## src/rtl/paa_consts.svh

```systemverilog
// Offsets, codes, selectors and field layouts of the analog access block.
`ifndef PAA_CONSTS_SVH
`define PAA_CONSTS_SVH

// ----------------------------------------------------------------------
// Register offsets
// ----------------------------------------------------------------------
`define PAA_OFS_ARG_LO    8'h84
`define PAA_OFS_ARG_HI    8'h85
`define PAA_OFS_RES_LO    8'h88
`define PAA_OFS_RES_HI    8'h89

// ----------------------------------------------------------------------
// Attribute codes, load arguments and the fail result
// ----------------------------------------------------------------------
`define PAA_CMD_RD        16'h002C
`define PAA_CMD_WR        16'h006C
`define PAA_CMD_LOAD      16'h00EC
`define PAA_CMD_IDLE_ST   16'h4027
`define PAA_LOAD_CTLE     16'h0015
`define PAA_LOAD_DFE      16'h0012
`define PAA_RES_FAIL      16'h0000

// ----------------------------------------------------------------------
// Parameter selectors
// ----------------------------------------------------------------------
`define PAA_SEL_CTLE      16'h0900
`define PAA_SEL_DFE       16'h0D00
`define PAA_RANGE_MASK    16'hFFF0
`define PAA_RANGE_LAST    4'hA
`define PAA_CTLE_VALID    11'h7B3
`define PAA_DFE_VALID     11'h79F
`define PAA_SEL_B0X       16'h200B
`define PAA_SEL_TP_A      16'h2001
`define PAA_SEL_TP_B      16'h2002
`define PAA_SEL_FIX_CTLE  16'h0108
`define PAA_SEL_FIX_DFE   16'h0109
`define PAA_SEL_IDLE_CFG  16'h011C
`define PAA_SEL_EFFORT    16'h0118
`define PAA_SEL_EYE       16'h1700
`define PAA_EYE_MASK      16'hFFF8
`define PAA_EYE_LAST      3'h5

// ----------------------------------------------------------------------
// Storage indices, field masks and values
// ----------------------------------------------------------------------
`define PAA_NPARAM        25
`define PAA_IDX_DFE       5'h0B
`define PAA_IDX_B0X       5'h16
`define PAA_IDX_TP_A      5'h17
`define PAA_IDX_TP_B      5'h18
`define PAA_FIX_CTLE_MASK 8'h32
`define PAA_FIX_DFE_MASK  8'h19
`define PAA_EFFORT_FULL   2'h1
`define PAA_CFG_EN        0
`define PAA_CFG_OSC       1
`define PAA_CFG_TUNE      2
`define PAA_ST_NOSIG      8'h30
`define PAA_ST_SIG        8'h20

`endif

```

## src/rtl/paa_pkg.sv

```systemverilog
// Types shared by the analog access block and its users.
package paa_pkg;

    typedef enum logic [0:0] {
        PAA_IDLE = 1'b0,
        PAA_RUN  = 1'b1
    } paa_state_t;

    // Attribute launch: code plus its strobe.
    typedef struct packed {
        logic        valid;
        logic [15:0] code;
    } paa_cmd_t;

    // Selector decode result for the parameter store.
    typedef struct packed {
        logic       ok;
        logic [4:0] idx;
    } paa_sel_t;

    // Six eye heights, index 0 is the lower even eye.
    typedef logic [5:0][15:0] paa_eye_t;

endpackage

```

## src/rtl/paa_core.sv

```systemverilog
// Attribute interpreter for receiver analog parameter access.
`timescale 1ns/1ns
`default_nettype none
`include "paa_consts.svh"

module paa_core (
    input  wire logic              sys_clk,
    input  wire logic              sys_rst,
    input  wire logic [7:0]        reg_addr,
    input  wire logic              reg_wr,
    input  wire logic              reg_rd,
    input  wire logic [7:0]        reg_wdata,
    output logic      [7:0]        reg_rdata_r,
    output logic                   reg_rvalid_r,
    input  wire paa_pkg::paa_cmd_t cmd,
    output logic                   cmd_busy_r,
    output logic                   cmd_done_r,
    input  wire logic              rx_idle,
    input  wire logic              rx_pam4,
    input  wire paa_pkg::paa_eye_t eye_height,
    output logic                   load_ctle_r,
    output logic                   load_dfe_r,
    output logic      [7:0]        fix_ctle_r,
    output logic      [7:0]        fix_dfe_r,
    output logic      [15:0]       idle_cfg_r,
    output logic      [1:0]        effort_r,
    output logic                   idle_status_r
);
    import paa_pkg::*;

    localparam logic [10:0] CTLE_OK = `PAA_CTLE_VALID;
    localparam logic [10:0] DFE_OK  = `PAA_DFE_VALID;

    // ------------------------------------------------------------------
    // Selector decode
    // ------------------------------------------------------------------
    // Maps a selector onto the parameter store; holes in a range fail.
    function automatic paa_sel_t sel_decode(input logic [15:0] s);
        paa_sel_t d;
        d.ok  = 1'b0;
        d.idx = 5'h00;
        if ((s & `PAA_RANGE_MASK) == `PAA_SEL_CTLE &&
            s[3:0] <= `PAA_RANGE_LAST) begin
            d.ok  = CTLE_OK[s[3:0]];
            d.idx = {1'b0, s[3:0]};
        end else if ((s & `PAA_RANGE_MASK) == `PAA_SEL_DFE &&
                     s[3:0] <= `PAA_RANGE_LAST) begin
            d.ok  = DFE_OK[s[3:0]];
            d.idx = 5'(`PAA_IDX_DFE + {1'b0, s[3:0]});
        end else if (s == `PAA_SEL_B0X) begin
            d.ok  = 1'b1;
            d.idx = `PAA_IDX_B0X;
        end else if (s == `PAA_SEL_TP_A) begin
            d.ok  = 1'b1;
            d.idx = `PAA_IDX_TP_A;
        end else if (s == `PAA_SEL_TP_B) begin
            d.ok  = 1'b1;
            d.idx = `PAA_IDX_TP_B;
        end
        return d;
    endfunction

    // ------------------------------------------------------------------
    // State
    // ------------------------------------------------------------------
    logic [15:0] arg_r,  arg_nxt;
    logic [7:0]  rdata_nxt;
    logic        rvalid_nxt;
    paa_state_t  state_r, state_nxt;
    logic [15:0] code_r, code_nxt;
    logic [15:0] res_r,  res_nxt;
    logic [15:0] sel_r,  sel_nxt;
    logic        armed_r, armed_nxt;
    logic        done_nxt, busy_nxt, lctle_nxt, ldfe_nxt;
    logic        wr_sel, wr_ok;
    logic [15:0] rd_val;
    paa_sel_t    rd_dec, wr_dec;
    logic [15:0] param_r [`PAA_NPARAM];
    logic [15:0] param_nxt [`PAA_NPARAM];
    logic [7:0]  fix_ctle_nxt, fix_dfe_nxt;
    logic [15:0] cfg_nxt;
    logic [1:0]  effort_nxt;
    logic [11:0] cnt_r, cnt_nxt;
    logic        osc_r, osc_nxt, flag, st_nxt;

    // ------------------------------------------------------------------
    // Argument and result byte registers
    // ------------------------------------------------------------------
    // Result bytes are read-only; unmapped reads answer zero.
    always_comb begin
        arg_nxt    = arg_r;
        rvalid_nxt = reg_rd;
        rdata_nxt  = 8'h00;
        if (reg_wr) begin
            case (reg_addr)
                `PAA_OFS_ARG_LO: arg_nxt[7:0]  = reg_wdata;
                `PAA_OFS_ARG_HI: arg_nxt[15:8] = reg_wdata;
                default: ;
            endcase
        end
        if (reg_rd) begin
            case (reg_addr)
                `PAA_OFS_ARG_LO: rdata_nxt = arg_r[7:0];
                `PAA_OFS_ARG_HI: rdata_nxt = arg_r[15:8];
                `PAA_OFS_RES_LO: rdata_nxt = res_r[7:0];
                `PAA_OFS_RES_HI: rdata_nxt = res_r[15:8];
                default: rdata_nxt = 8'h00;
            endcase
        end
    end

    always_ff @(posedge sys_clk or posedge sys_rst) begin
        if (sys_rst) begin
            arg_r        <= 16'h0000;
            reg_rdata_r  <= 8'h00;
            reg_rvalid_r <= 1'b0;
        end else begin
            arg_r        <= arg_nxt;
            reg_rdata_r  <= rdata_nxt;
            reg_rvalid_r <= rvalid_nxt;
        end
    end

    // ------------------------------------------------------------------
    // Read value and write target
    // ------------------------------------------------------------------
    // In NRZ only one eye exists, so every eye selector returns it.
    always_comb begin
        rd_dec = sel_decode(arg_r);
        wr_dec = sel_decode(sel_r);
        rd_val = 16'h0000;
        if (rd_dec.ok) begin
            rd_val = param_r[rd_dec.idx];
        end else if (arg_r == `PAA_SEL_FIX_CTLE) begin
            rd_val = {8'h00, fix_ctle_r};
        end else if (arg_r == `PAA_SEL_FIX_DFE) begin
            rd_val = {8'h00, fix_dfe_r};
        end else if (arg_r == `PAA_SEL_IDLE_CFG) begin
            rd_val = idle_cfg_r;
        end else if (arg_r == `PAA_SEL_EFFORT) begin
            rd_val = {14'h0000, effort_r};
        end else if ((arg_r & `PAA_EYE_MASK) == `PAA_SEL_EYE &&
                     arg_r[2:0] <= `PAA_EYE_LAST) begin
            rd_val = rx_pam4 ? eye_height[arg_r[2:0]]
                             : eye_height[0];
        end
        wr_ok = wr_dec.ok ||
                sel_r == `PAA_SEL_FIX_CTLE ||
                sel_r == `PAA_SEL_FIX_DFE ||
                sel_r == `PAA_SEL_IDLE_CFG ||
                sel_r == `PAA_SEL_EFFORT;
    end

    // ------------------------------------------------------------------
    // Command sequencer
    // ------------------------------------------------------------------
    // A launch is taken only when idle; the argument is sampled in the
    // execute cycle, so it must not change while busy.
    always_comb begin
        state_nxt = state_r;
        code_nxt  = code_r;
        res_nxt   = res_r;
        sel_nxt   = sel_r;
        armed_nxt = armed_r;
        done_nxt  = 1'b0;
        lctle_nxt = 1'b0;
        ldfe_nxt  = 1'b0;
        wr_sel    = 1'b0;
        case (state_r)
            PAA_IDLE: begin
                if (cmd.valid) begin
                    state_nxt = PAA_RUN;
                    code_nxt  = cmd.code;
                end
            end
            PAA_RUN: begin
                state_nxt = PAA_IDLE;
                done_nxt  = 1'b1;
                armed_nxt = 1'b0;
                res_nxt   = `PAA_RES_FAIL;
                case (code_r)
                    `PAA_CMD_RD: begin
                        sel_nxt   = arg_r;
                        armed_nxt = 1'b1;
                        res_nxt   = rd_val;
                    end
                    `PAA_CMD_WR: begin
                        if (armed_r && wr_ok) begin
                            wr_sel  = 1'b1;
                            res_nxt = `PAA_CMD_RD;
                        end
                    end
                    `PAA_CMD_LOAD: begin
                        if (arg_r == `PAA_LOAD_CTLE) begin
                            lctle_nxt = 1'b1;
                            res_nxt   = `PAA_CMD_LOAD;
                        end else if (arg_r == `PAA_LOAD_DFE) begin
                            ldfe_nxt = 1'b1;
                            res_nxt  = `PAA_CMD_LOAD;
                        end
                    end
                    `PAA_CMD_IDLE_ST: begin
                        if (arg_r == 16'h0000) begin
                            res_nxt = {8'h00, idle_status_r ?
                                `PAA_ST_NOSIG : `PAA_ST_SIG};
                        end
                    end
                    default: ;
                endcase
            end
            default: state_nxt = PAA_IDLE;
        endcase
        busy_nxt = (state_nxt == PAA_RUN);
    end

    always_ff @(posedge sys_clk or posedge sys_rst) begin
        if (sys_rst) begin
            state_r     <= PAA_IDLE;
            code_r      <= 16'h0000;
            res_r       <= 16'h0000;
            sel_r       <= 16'h0000;
            armed_r     <= 1'b0;
            cmd_done_r  <= 1'b0;
            cmd_busy_r  <= 1'b0;
            load_ctle_r <= 1'b0;
            load_dfe_r  <= 1'b0;
        end else begin
            state_r     <= state_nxt;
            code_r      <= code_nxt;
            res_r       <= res_nxt;
            sel_r       <= sel_nxt;
            armed_r     <= armed_nxt;
            cmd_done_r  <= done_nxt;
            cmd_busy_r  <= busy_nxt;
            load_ctle_r <= lctle_nxt;
            load_dfe_r  <= ldfe_nxt;
        end
    end

    // ------------------------------------------------------------------
    // Parameter store and settings
    // ------------------------------------------------------------------
    // Fix masks keep only their defined bits; the rest read as zero.
    always_comb begin
        for (int i = 0; i < `PAA_NPARAM; i++) begin
            param_nxt[i] = param_r[i];
        end
        fix_ctle_nxt = fix_ctle_r;
        fix_dfe_nxt  = fix_dfe_r;
        cfg_nxt      = idle_cfg_r;
        effort_nxt   = effort_r;
        if (wr_sel) begin
            if (wr_dec.ok) begin
                param_nxt[wr_dec.idx] = arg_r;
            end else if (sel_r == `PAA_SEL_FIX_CTLE) begin
                fix_ctle_nxt = arg_r[7:0] & `PAA_FIX_CTLE_MASK;
            end else if (sel_r == `PAA_SEL_FIX_DFE) begin
                fix_dfe_nxt = arg_r[7:0] & `PAA_FIX_DFE_MASK;
            end else if (sel_r == `PAA_SEL_IDLE_CFG) begin
                cfg_nxt = arg_r;
            end else begin
                effort_nxt = arg_r[1:0];
            end
        end
    end

    always_ff @(posedge sys_clk or posedge sys_rst) begin
        if (sys_rst) begin
            for (int i = 0; i < `PAA_NPARAM; i++) begin
                param_r[i] <= 16'h0000;
            end
            fix_ctle_r <= 8'h00;
            fix_dfe_r  <= 8'h00;
            idle_cfg_r <= 16'h0000;
            effort_r   <= `PAA_EFFORT_FULL;
        end else begin
            for (int i = 0; i < `PAA_NPARAM; i++) begin
                param_r[i] <= param_nxt[i];
            end
            fix_ctle_r <= fix_ctle_nxt;
            fix_dfe_r  <= fix_dfe_nxt;
            idle_cfg_r <= cfg_nxt;
            effort_r   <= effort_nxt;
        end
    end

    // ------------------------------------------------------------------
    // Idle detector filter
    // ------------------------------------------------------------------
    // One polling loop is one clock; the counter saturates rather than
    // wrapping so a long idle never looks like a fresh one.
    always_comb begin
        cnt_nxt = rx_idle ? ((cnt_r == 12'hFFF) ? cnt_r
                                                : 12'(cnt_r + 12'h001))
                          : 12'h000;
        osc_nxt = ~osc_r;
        if (idle_cfg_r[`PAA_CFG_TUNE]) begin
            flag = eye_height[0] < {4'h0, idle_cfg_r[15:4]};
        end else begin
            flag = rx_idle && cnt_r >= idle_cfg_r[15:4];
        end
        if (!idle_cfg_r[`PAA_CFG_EN]) begin
            st_nxt = rx_idle;
        end else begin
            st_nxt = flag |
                (idle_cfg_r[`PAA_CFG_OSC] & ~flag & osc_r);
        end
    end

    always_ff @(posedge sys_clk or posedge sys_rst) begin
        if (sys_rst) begin
            cnt_r         <= 12'h000;
            osc_r         <= 1'b0;
            idle_status_r <= 1'b0;
        end else begin
            cnt_r         <= cnt_nxt;
            osc_r         <= osc_nxt;
            idle_status_r <= st_nxt;
        end
    end

    // ------------------------------------------------------------------
    // Checks
    // ------------------------------------------------------------------
    property p_launch;
        @(posedge sys_clk) disable iff (sys_rst)
        (state_r == PAA_IDLE && cmd.valid) |=> cmd_busy_r ##1 cmd_done_r;
    endproperty
    a_launch: assert property (p_launch)
        else $error("Launch did not complete in two cycles.");

    property p_wr_ok;
        @(posedge sys_clk) disable iff (sys_rst)
        (state_r == PAA_RUN && code_r == `PAA_CMD_WR && armed_r && wr_ok)
        |=> res_r == `PAA_CMD_RD;
    endproperty
    a_wr_ok: assert property (p_wr_ok)
        else $error("Successful write did not report read code.");

    property p_wr_target;
        @(posedge sys_clk) disable iff (sys_rst)
        (wr_sel && wr_dec.ok) |=> param_r[$past(wr_dec.idx)] == $past(arg_r);
    endproperty
    a_wr_target: assert property (p_wr_target)
        else $error("Write missed the last read selector.");

    property p_fix_mask;
        @(posedge sys_clk) disable iff (sys_rst)
        ((fix_ctle_r & ~`PAA_FIX_CTLE_MASK) == 8'h00) &&
        ((fix_dfe_r & ~`PAA_FIX_DFE_MASK) == 8'h00);
    endproperty
    a_fix_mask: assert property (p_fix_mask)
        else $error("Undefined fix bit set.");

    property p_load;
        @(posedge sys_clk) disable iff (sys_rst)
        (state_r == PAA_RUN && code_r == `PAA_CMD_LOAD &&
         arg_r == `PAA_LOAD_CTLE) |=> load_ctle_r && !load_dfe_r ##1 !load_ctle_r;
    endproperty
    a_load: assert property (p_load)
        else $error("Gain load pulse wrong.");

    property p_res_hi;
        @(posedge sys_clk) disable iff (sys_rst)
        (reg_rd && reg_addr == `PAA_OFS_RES_HI)
        |=> reg_rvalid_r && reg_rdata_r == $past(res_r[15:8]);
    endproperty
    a_res_hi: assert property (p_res_hi)
        else $error("Result high byte wrong.");

    property p_idle_st;
        @(posedge sys_clk) disable iff (sys_rst)
        (state_r == PAA_RUN && code_r == `PAA_CMD_IDLE_ST && arg_r == 16'h0000)
        |=> res_r == ($past(idle_status_r) ? 16'h0030 : 16'h0020);
    endproperty
    a_idle_st: assert property (p_idle_st)
        else $error("Idle status code wrong.");

    property p_unfiltered;
        @(posedge sys_clk) disable iff (sys_rst)
        !idle_cfg_r[`PAA_CFG_EN] |=> idle_status_r == $past(rx_idle);
    endproperty
    a_unfiltered: assert property (p_unfiltered)
        else $error("Status filtered while filtering is off.");

    property p_effort;
        @(posedge sys_clk) disable iff (sys_rst)
        (wr_sel && sel_r == `PAA_SEL_EFFORT) |=> effort_r == $past(arg_r[1:0]);
    endproperty
    a_effort: assert property (p_effort)
        else $error("Effort write lost.");

endmodule

`default_nettype wire

```

## config.mk

```make
export PLATFORM = sky130hd
export DESIGN_NAME = paa_core
export DESIGN_NICKNAME = d
export VERILOG_FILES = /design/src/rtl/paa_pkg.sv /design/src/rtl/paa_core.sv
export VERILOG_INCLUDE_DIRS = /design/src /design/src/rtl
export SDC_FILE = /design/constraint.sdc
export NUM_CORES = 1
export LEC_CHECK = 0
export BUFFER_PORTS_ARGS = -buffer_cell sky130_fd_sc_hd__buf_2
export CAP_MARGIN = 15
export CORE_MARGIN = 8
export CORE_UTILIZATION = 55
export DETAILED_ROUTE_END_ITERATION = 12
export HOLD_SLACK_MARGIN = 0.15
export PLACE_DENSITY_LB_ADDON = 0.25
export SLEW_MARGIN = 20
export SYNTH_ARGS = -nofsm -noshare
export SYNTH_HDL_FRONTEND = slang
export SYNTH_SLANG_ARGS = --single-unit
```

## constraint.sdc

```tcl
create_clock -name sys_clk -period 16.7 [get_ports sys_clk]
set_input_delay 3.34 -clock sys_clk [delete_from_list [all_inputs] [get_ports sys_clk]]
set_output_delay 3.34 -clock sys_clk [all_outputs]
set_load 0.01 [all_outputs]
```

==> flow_summary.toml <==
[outcome]
status = "complete, no violations"

[timing]
rsz_0062_raised_after_global_routing = "no"
final_max_slew_viol_count = 0
period_share_pct = 32.8
hold_viol_final = 0
fmaxAchievable_mhz = 183
final.min_clock_period_ns = 5.47
finalClockSkew_ns = 0.0202
fin_setup_tns_ns = 0
timing.slew.headroom_pct = 23.0
setup_viol = 0
worst_slew_pin_slew_ns = 1.15

[logic_synthesis]
synth_enable_flop_cells = 0
synthArstFlopShare_pct = 100
seq_area_frac_synth_pct = 48.7
synthCells = 2315
synthesis.yosys.warnings = 0
dominantRegCellSynth = "sky130_fd_sc_hd__dfrtp_1"
syn_avg_cell_area_um2 = 11.5
count_of_cell_types_in_the_netlist = 85
synth.cell_area_mm2 = 0.0265
ys_seq_elements = 516

[power]
cellPowerDensity_mw_per_mm2 = 89.6
leakage_power_nw = 14.2
clockPowerShare_pct = 46.7
switching_fraction_pct = 23.1
share_comb_of_total_power_pct = 5.2
seq_power_share_pct = 48.0
internal_power_mw = 2.03
peakVddDrop_mv = 0.0819
p_sw_mw = 0.611
totalPowerFinal_mw = 2.64

[placement]
finalWeightedCongestion = 0.953
numPortBuffers = 172
dpl.hpwl_um = 50600

[cells_and_area]
nets = 2562
most_used_cells_in_the_layout_excluding_fill_and_tap_cells = "511 x sky130_fd_sc_hd__dfrtp_1, 348 x sky130_fd_sc_hd__mux2_2, 233 x sky130_fd_sc_hd__nand2_1"
layout_commonest_cell = "sky130_fd_sc_hd__dfrtp_1"
area_growth_syn_to_layout_pct = 11.1
final_layout_size_suffix_gt1_share_pct = 29.3
multi_input_comb_area_mm2 = 0.0126
count_of_filler_cells_inserted_in_the_layout = 3765
seq_area_mm2 = 0.0129

[floorplan]
core_area_mm2 = 0.0476
io_pins = 183
initial_utilization_pct = 55.7
die_height_um = 236
placement_rows = 80
floorplan.die.width_um = 236
die_area_mm2 = 0.0555

[clocking]
htreeDepth = 2
cts_sinks = 516
cts-root-to-sink-buffers = 3
ctsRootBufferMaster = "sky130_fd_sc_hd__clkbuf_16"
ctsResizeCount = 0
cts_tree = "built"
cts.reportedPaths.clkPinSlew_ns = 0.06
post-cts-setup-buffers = 0
post_cts_hold_buffer_count = 0
worst_skew_pair.late_latency_ns = 0.63
tritoncts.num_buffers = 55

[routing]
first_pass_iters = 5
wl_um = 77800
drt-initial-drc-count = 1429
route.detailed.wl_per_inst_um = 25.5
routed_via_density = 6.24
postRouteAntennaNets = 0
drc = 0
num_vias = 19000

[worst_hold_path]
min-delay-path-class = "reg2reg"

[setup_path]
cpMaxStageDelayCell = "sky130_fd_sc_hd__buf_12"
cp_cell_sequence = "buf_4 -> inv_1 -> ha_1 -> mux2_2 -> nand2_1 -> or3_1 -> o221ai_4 -> buf_4 -> buf_12 -> mux2_2 -> nor2_1 -> a211oi_1 -> or3_1 -> a21boi_0 -> o32ai_1"
startpoint_class_of_the_critical_path = "register"
worst-setup-path-type = "reg2reg"
worstPathArrival_ns = 5.95
cp_data_required_time_ns = 17.18
critical_path_peak_fanout = 134
critical_path.endpoint_type = "register"
worst_path_max_stage_delay_ns = 0.76

[grt]
grt_pass1_vias = 19400
antenna_found_initial = 1
globalRouteTotalUtil_pct = 27.5
globalRouteOverflowTotal = 0
grt_max_degree = 194
grt_first_pass_wirelength_um = 119000

[job]
drv.max_cap_violation_count = 0
==> stage by stage <==
step | util [%] | hold WS, ns | setup WS (ns) | instance area, µm² | instances
floorplan | - | 0.395 | 6.35 | 26600 | 2324
global placement | 57.9 | 0.360 | 10.97 | 27600 | 2949
detailed placement | 57.9 | 0.364 | 10.90 | 27600 | 2949
CTS | 61.8 | 0.377 | 11.37 | 29400 | 3049
global route | 61.8 | 0.384 | 10.99 | 29500 | 3050
finish | 61.9 | 0.374 | 11.23 | 29500 | 3052
==> cells by family after synthesis <==
logic type / count (synthesis) / synth area share (%)
buffers and inverters: 238 / 4.18
XOR/XNOR: 10 / 0.330
other: 1 / 0.0141
multiplexers: 656 / 27.4
flip-flops: 516 / 48.7
adder cells (fa/ha/maj): 35 / 1.65
AO/OA/AOI/OAI: 320 / 7.77
AND/OR/NAND/NOR: 539 / 9.93
==> routing by layer <==
layer	GRT usage (%)	vias up	share of wire (%)
met5	0	-	0
met4	11.7	0	4.7
met3	5.76	204	7.0
met2	45.0	747	47
met1	35.3	9660	42
li1	-	8438	-
==> worst paths after layout <==
check	cells after the start	to	slack [ns]	startpoint
max	15	res_r[14]	11.23	arg_r[1]
min	0	param_r[367]	0.37	param_r[367]
max reg2reg	15	res_r[14]	11.23	arg_r[1]
min reg2reg	0	param_r[367]	0.37	param_r[367]
max in group asynchronous	4	arg_r[2]	11.92	sys_rst
min in group asynchronous	2	param_r[347]	2.70	sys_rst
==> synthesized netlist by cell type (7+ instances only) <==
library cell	count	area, µm²
sky130_fd_sc_hd__o211ai_1	17	128
sky130_fd_sc_hd__mux2_4	12	180
sky130_fd_sc_hd__o21ai_0	81	405
sky130_fd_sc_hd__nand2b_1	10	62.6
sky130_fd_sc_hd__nor2_1	77	289
sky130_fd_sc_hd__mux2i_1	197	1970
sky130_fd_sc_hd__mux2_2	348	3920
sky130_fd_sc_hd__a21o_1	15	113
sky130_fd_sc_hd__ha_1	35	438
sky130_fd_sc_hd__buf_6	10	113
sky130_fd_sc_hd__and3_1	17	106
sky130_fd_sc_hd__nand3_1	73	365
sky130_fd_sc_hd__buf_2	29	145
sky130_fd_sc_hd__a21oi_1	63	315
sky130_fd_sc_hd__nand2_1	233	875
sky130_fd_sc_hd__inv_1	30	113
sky130_fd_sc_hd__mux2_1	91	1020
sky130_fd_sc_hd__mux4_2	8	180
sky130_fd_sc_hd__a211oi_1	11	82.6
sky130_fd_sc_hd__nor2b_1	11	68.8
sky130_fd_sc_hd__buf_1	17	63.8
sky130_fd_sc_hd__a31oi_1	11	68.8
sky130_fd_sc_hd__o31ai_1	7	52.6
sky130_fd_sc_hd__o21ai_1	16	80.1
sky130_fd_sc_hd__nand4_1	16	100
sky130_fd_sc_hd__or3_1	8	50.1
sky130_fd_sc_hd__nor3_1	25	125
sky130_fd_sc_hd__nor3b_1	8	60.1
sky130_fd_sc_hd__dfrtp_1	515	12900
sky130_fd_sc_hd__clkbuf_1	123	462
sky130_fd_sc_hd__buf_4	28	210
sky130_fd_sc_hd__o22ai_1	12	75.1
sky130_fd_sc_hd__a22oi_1	28	210
sky130_fd_sc_hd__and2_1	9	56.3
sky130_fd_sc_hd__nor4_1	7	43.8
==> cell type report <==
type	instances	share of cell area [%]
well taps	615	2.61
flip-flops and latches	516	43.8
clock buffers	83	5.57
multi-input cells	1570	42.6
clock inverters	17	0.696
diodes	2	0.0170
inverters	31	0.408
repair buffers	218	4.22
==> worst max-delay path: cells and delay by family (launching register included) <==
kind | cells | cell delay [ns]
adders and majority gates | 1 | 0.36
AOI/OAI and AO/OA | 4 | 0.62
DFF | 1 | 0.39
buffers and inverters | 4 | 2.20
and+or+nand+nor | 4 | 0.97
muxes | 2 | 0.61
==> state kept, by name (all words and copies together), names as in the netlist, 2 cells and up <==
| register | count |
|---|---|
| effort_r | 2 |
| res_r | 16 |
| fix_dfe_r | 3 |
| sel_r | 16 |
| fix_ctle_r | 3 |
| idle_cfg_r | 16 |
| cnt_r | 12 |
| reg_rdata_r | 8 |
| code_r | 16 |
| param_r | 400 |
| arg_r | 16 |
==> power groups by stage <==
stage          Sequential (mW)  Clock, mW  Combinational [mW]
2_1_floorplan             1.29          0              0.0827
3_3_place_gp              1.29          0               0.135
3_5_place_dp              1.29          0               0.137
4_1_cts                   1.27       1.25               0.138
5_1_grt                   1.27       1.31               0.150
6_report                  1.27       1.23               0.138
(Power assumes the default switching activity.)
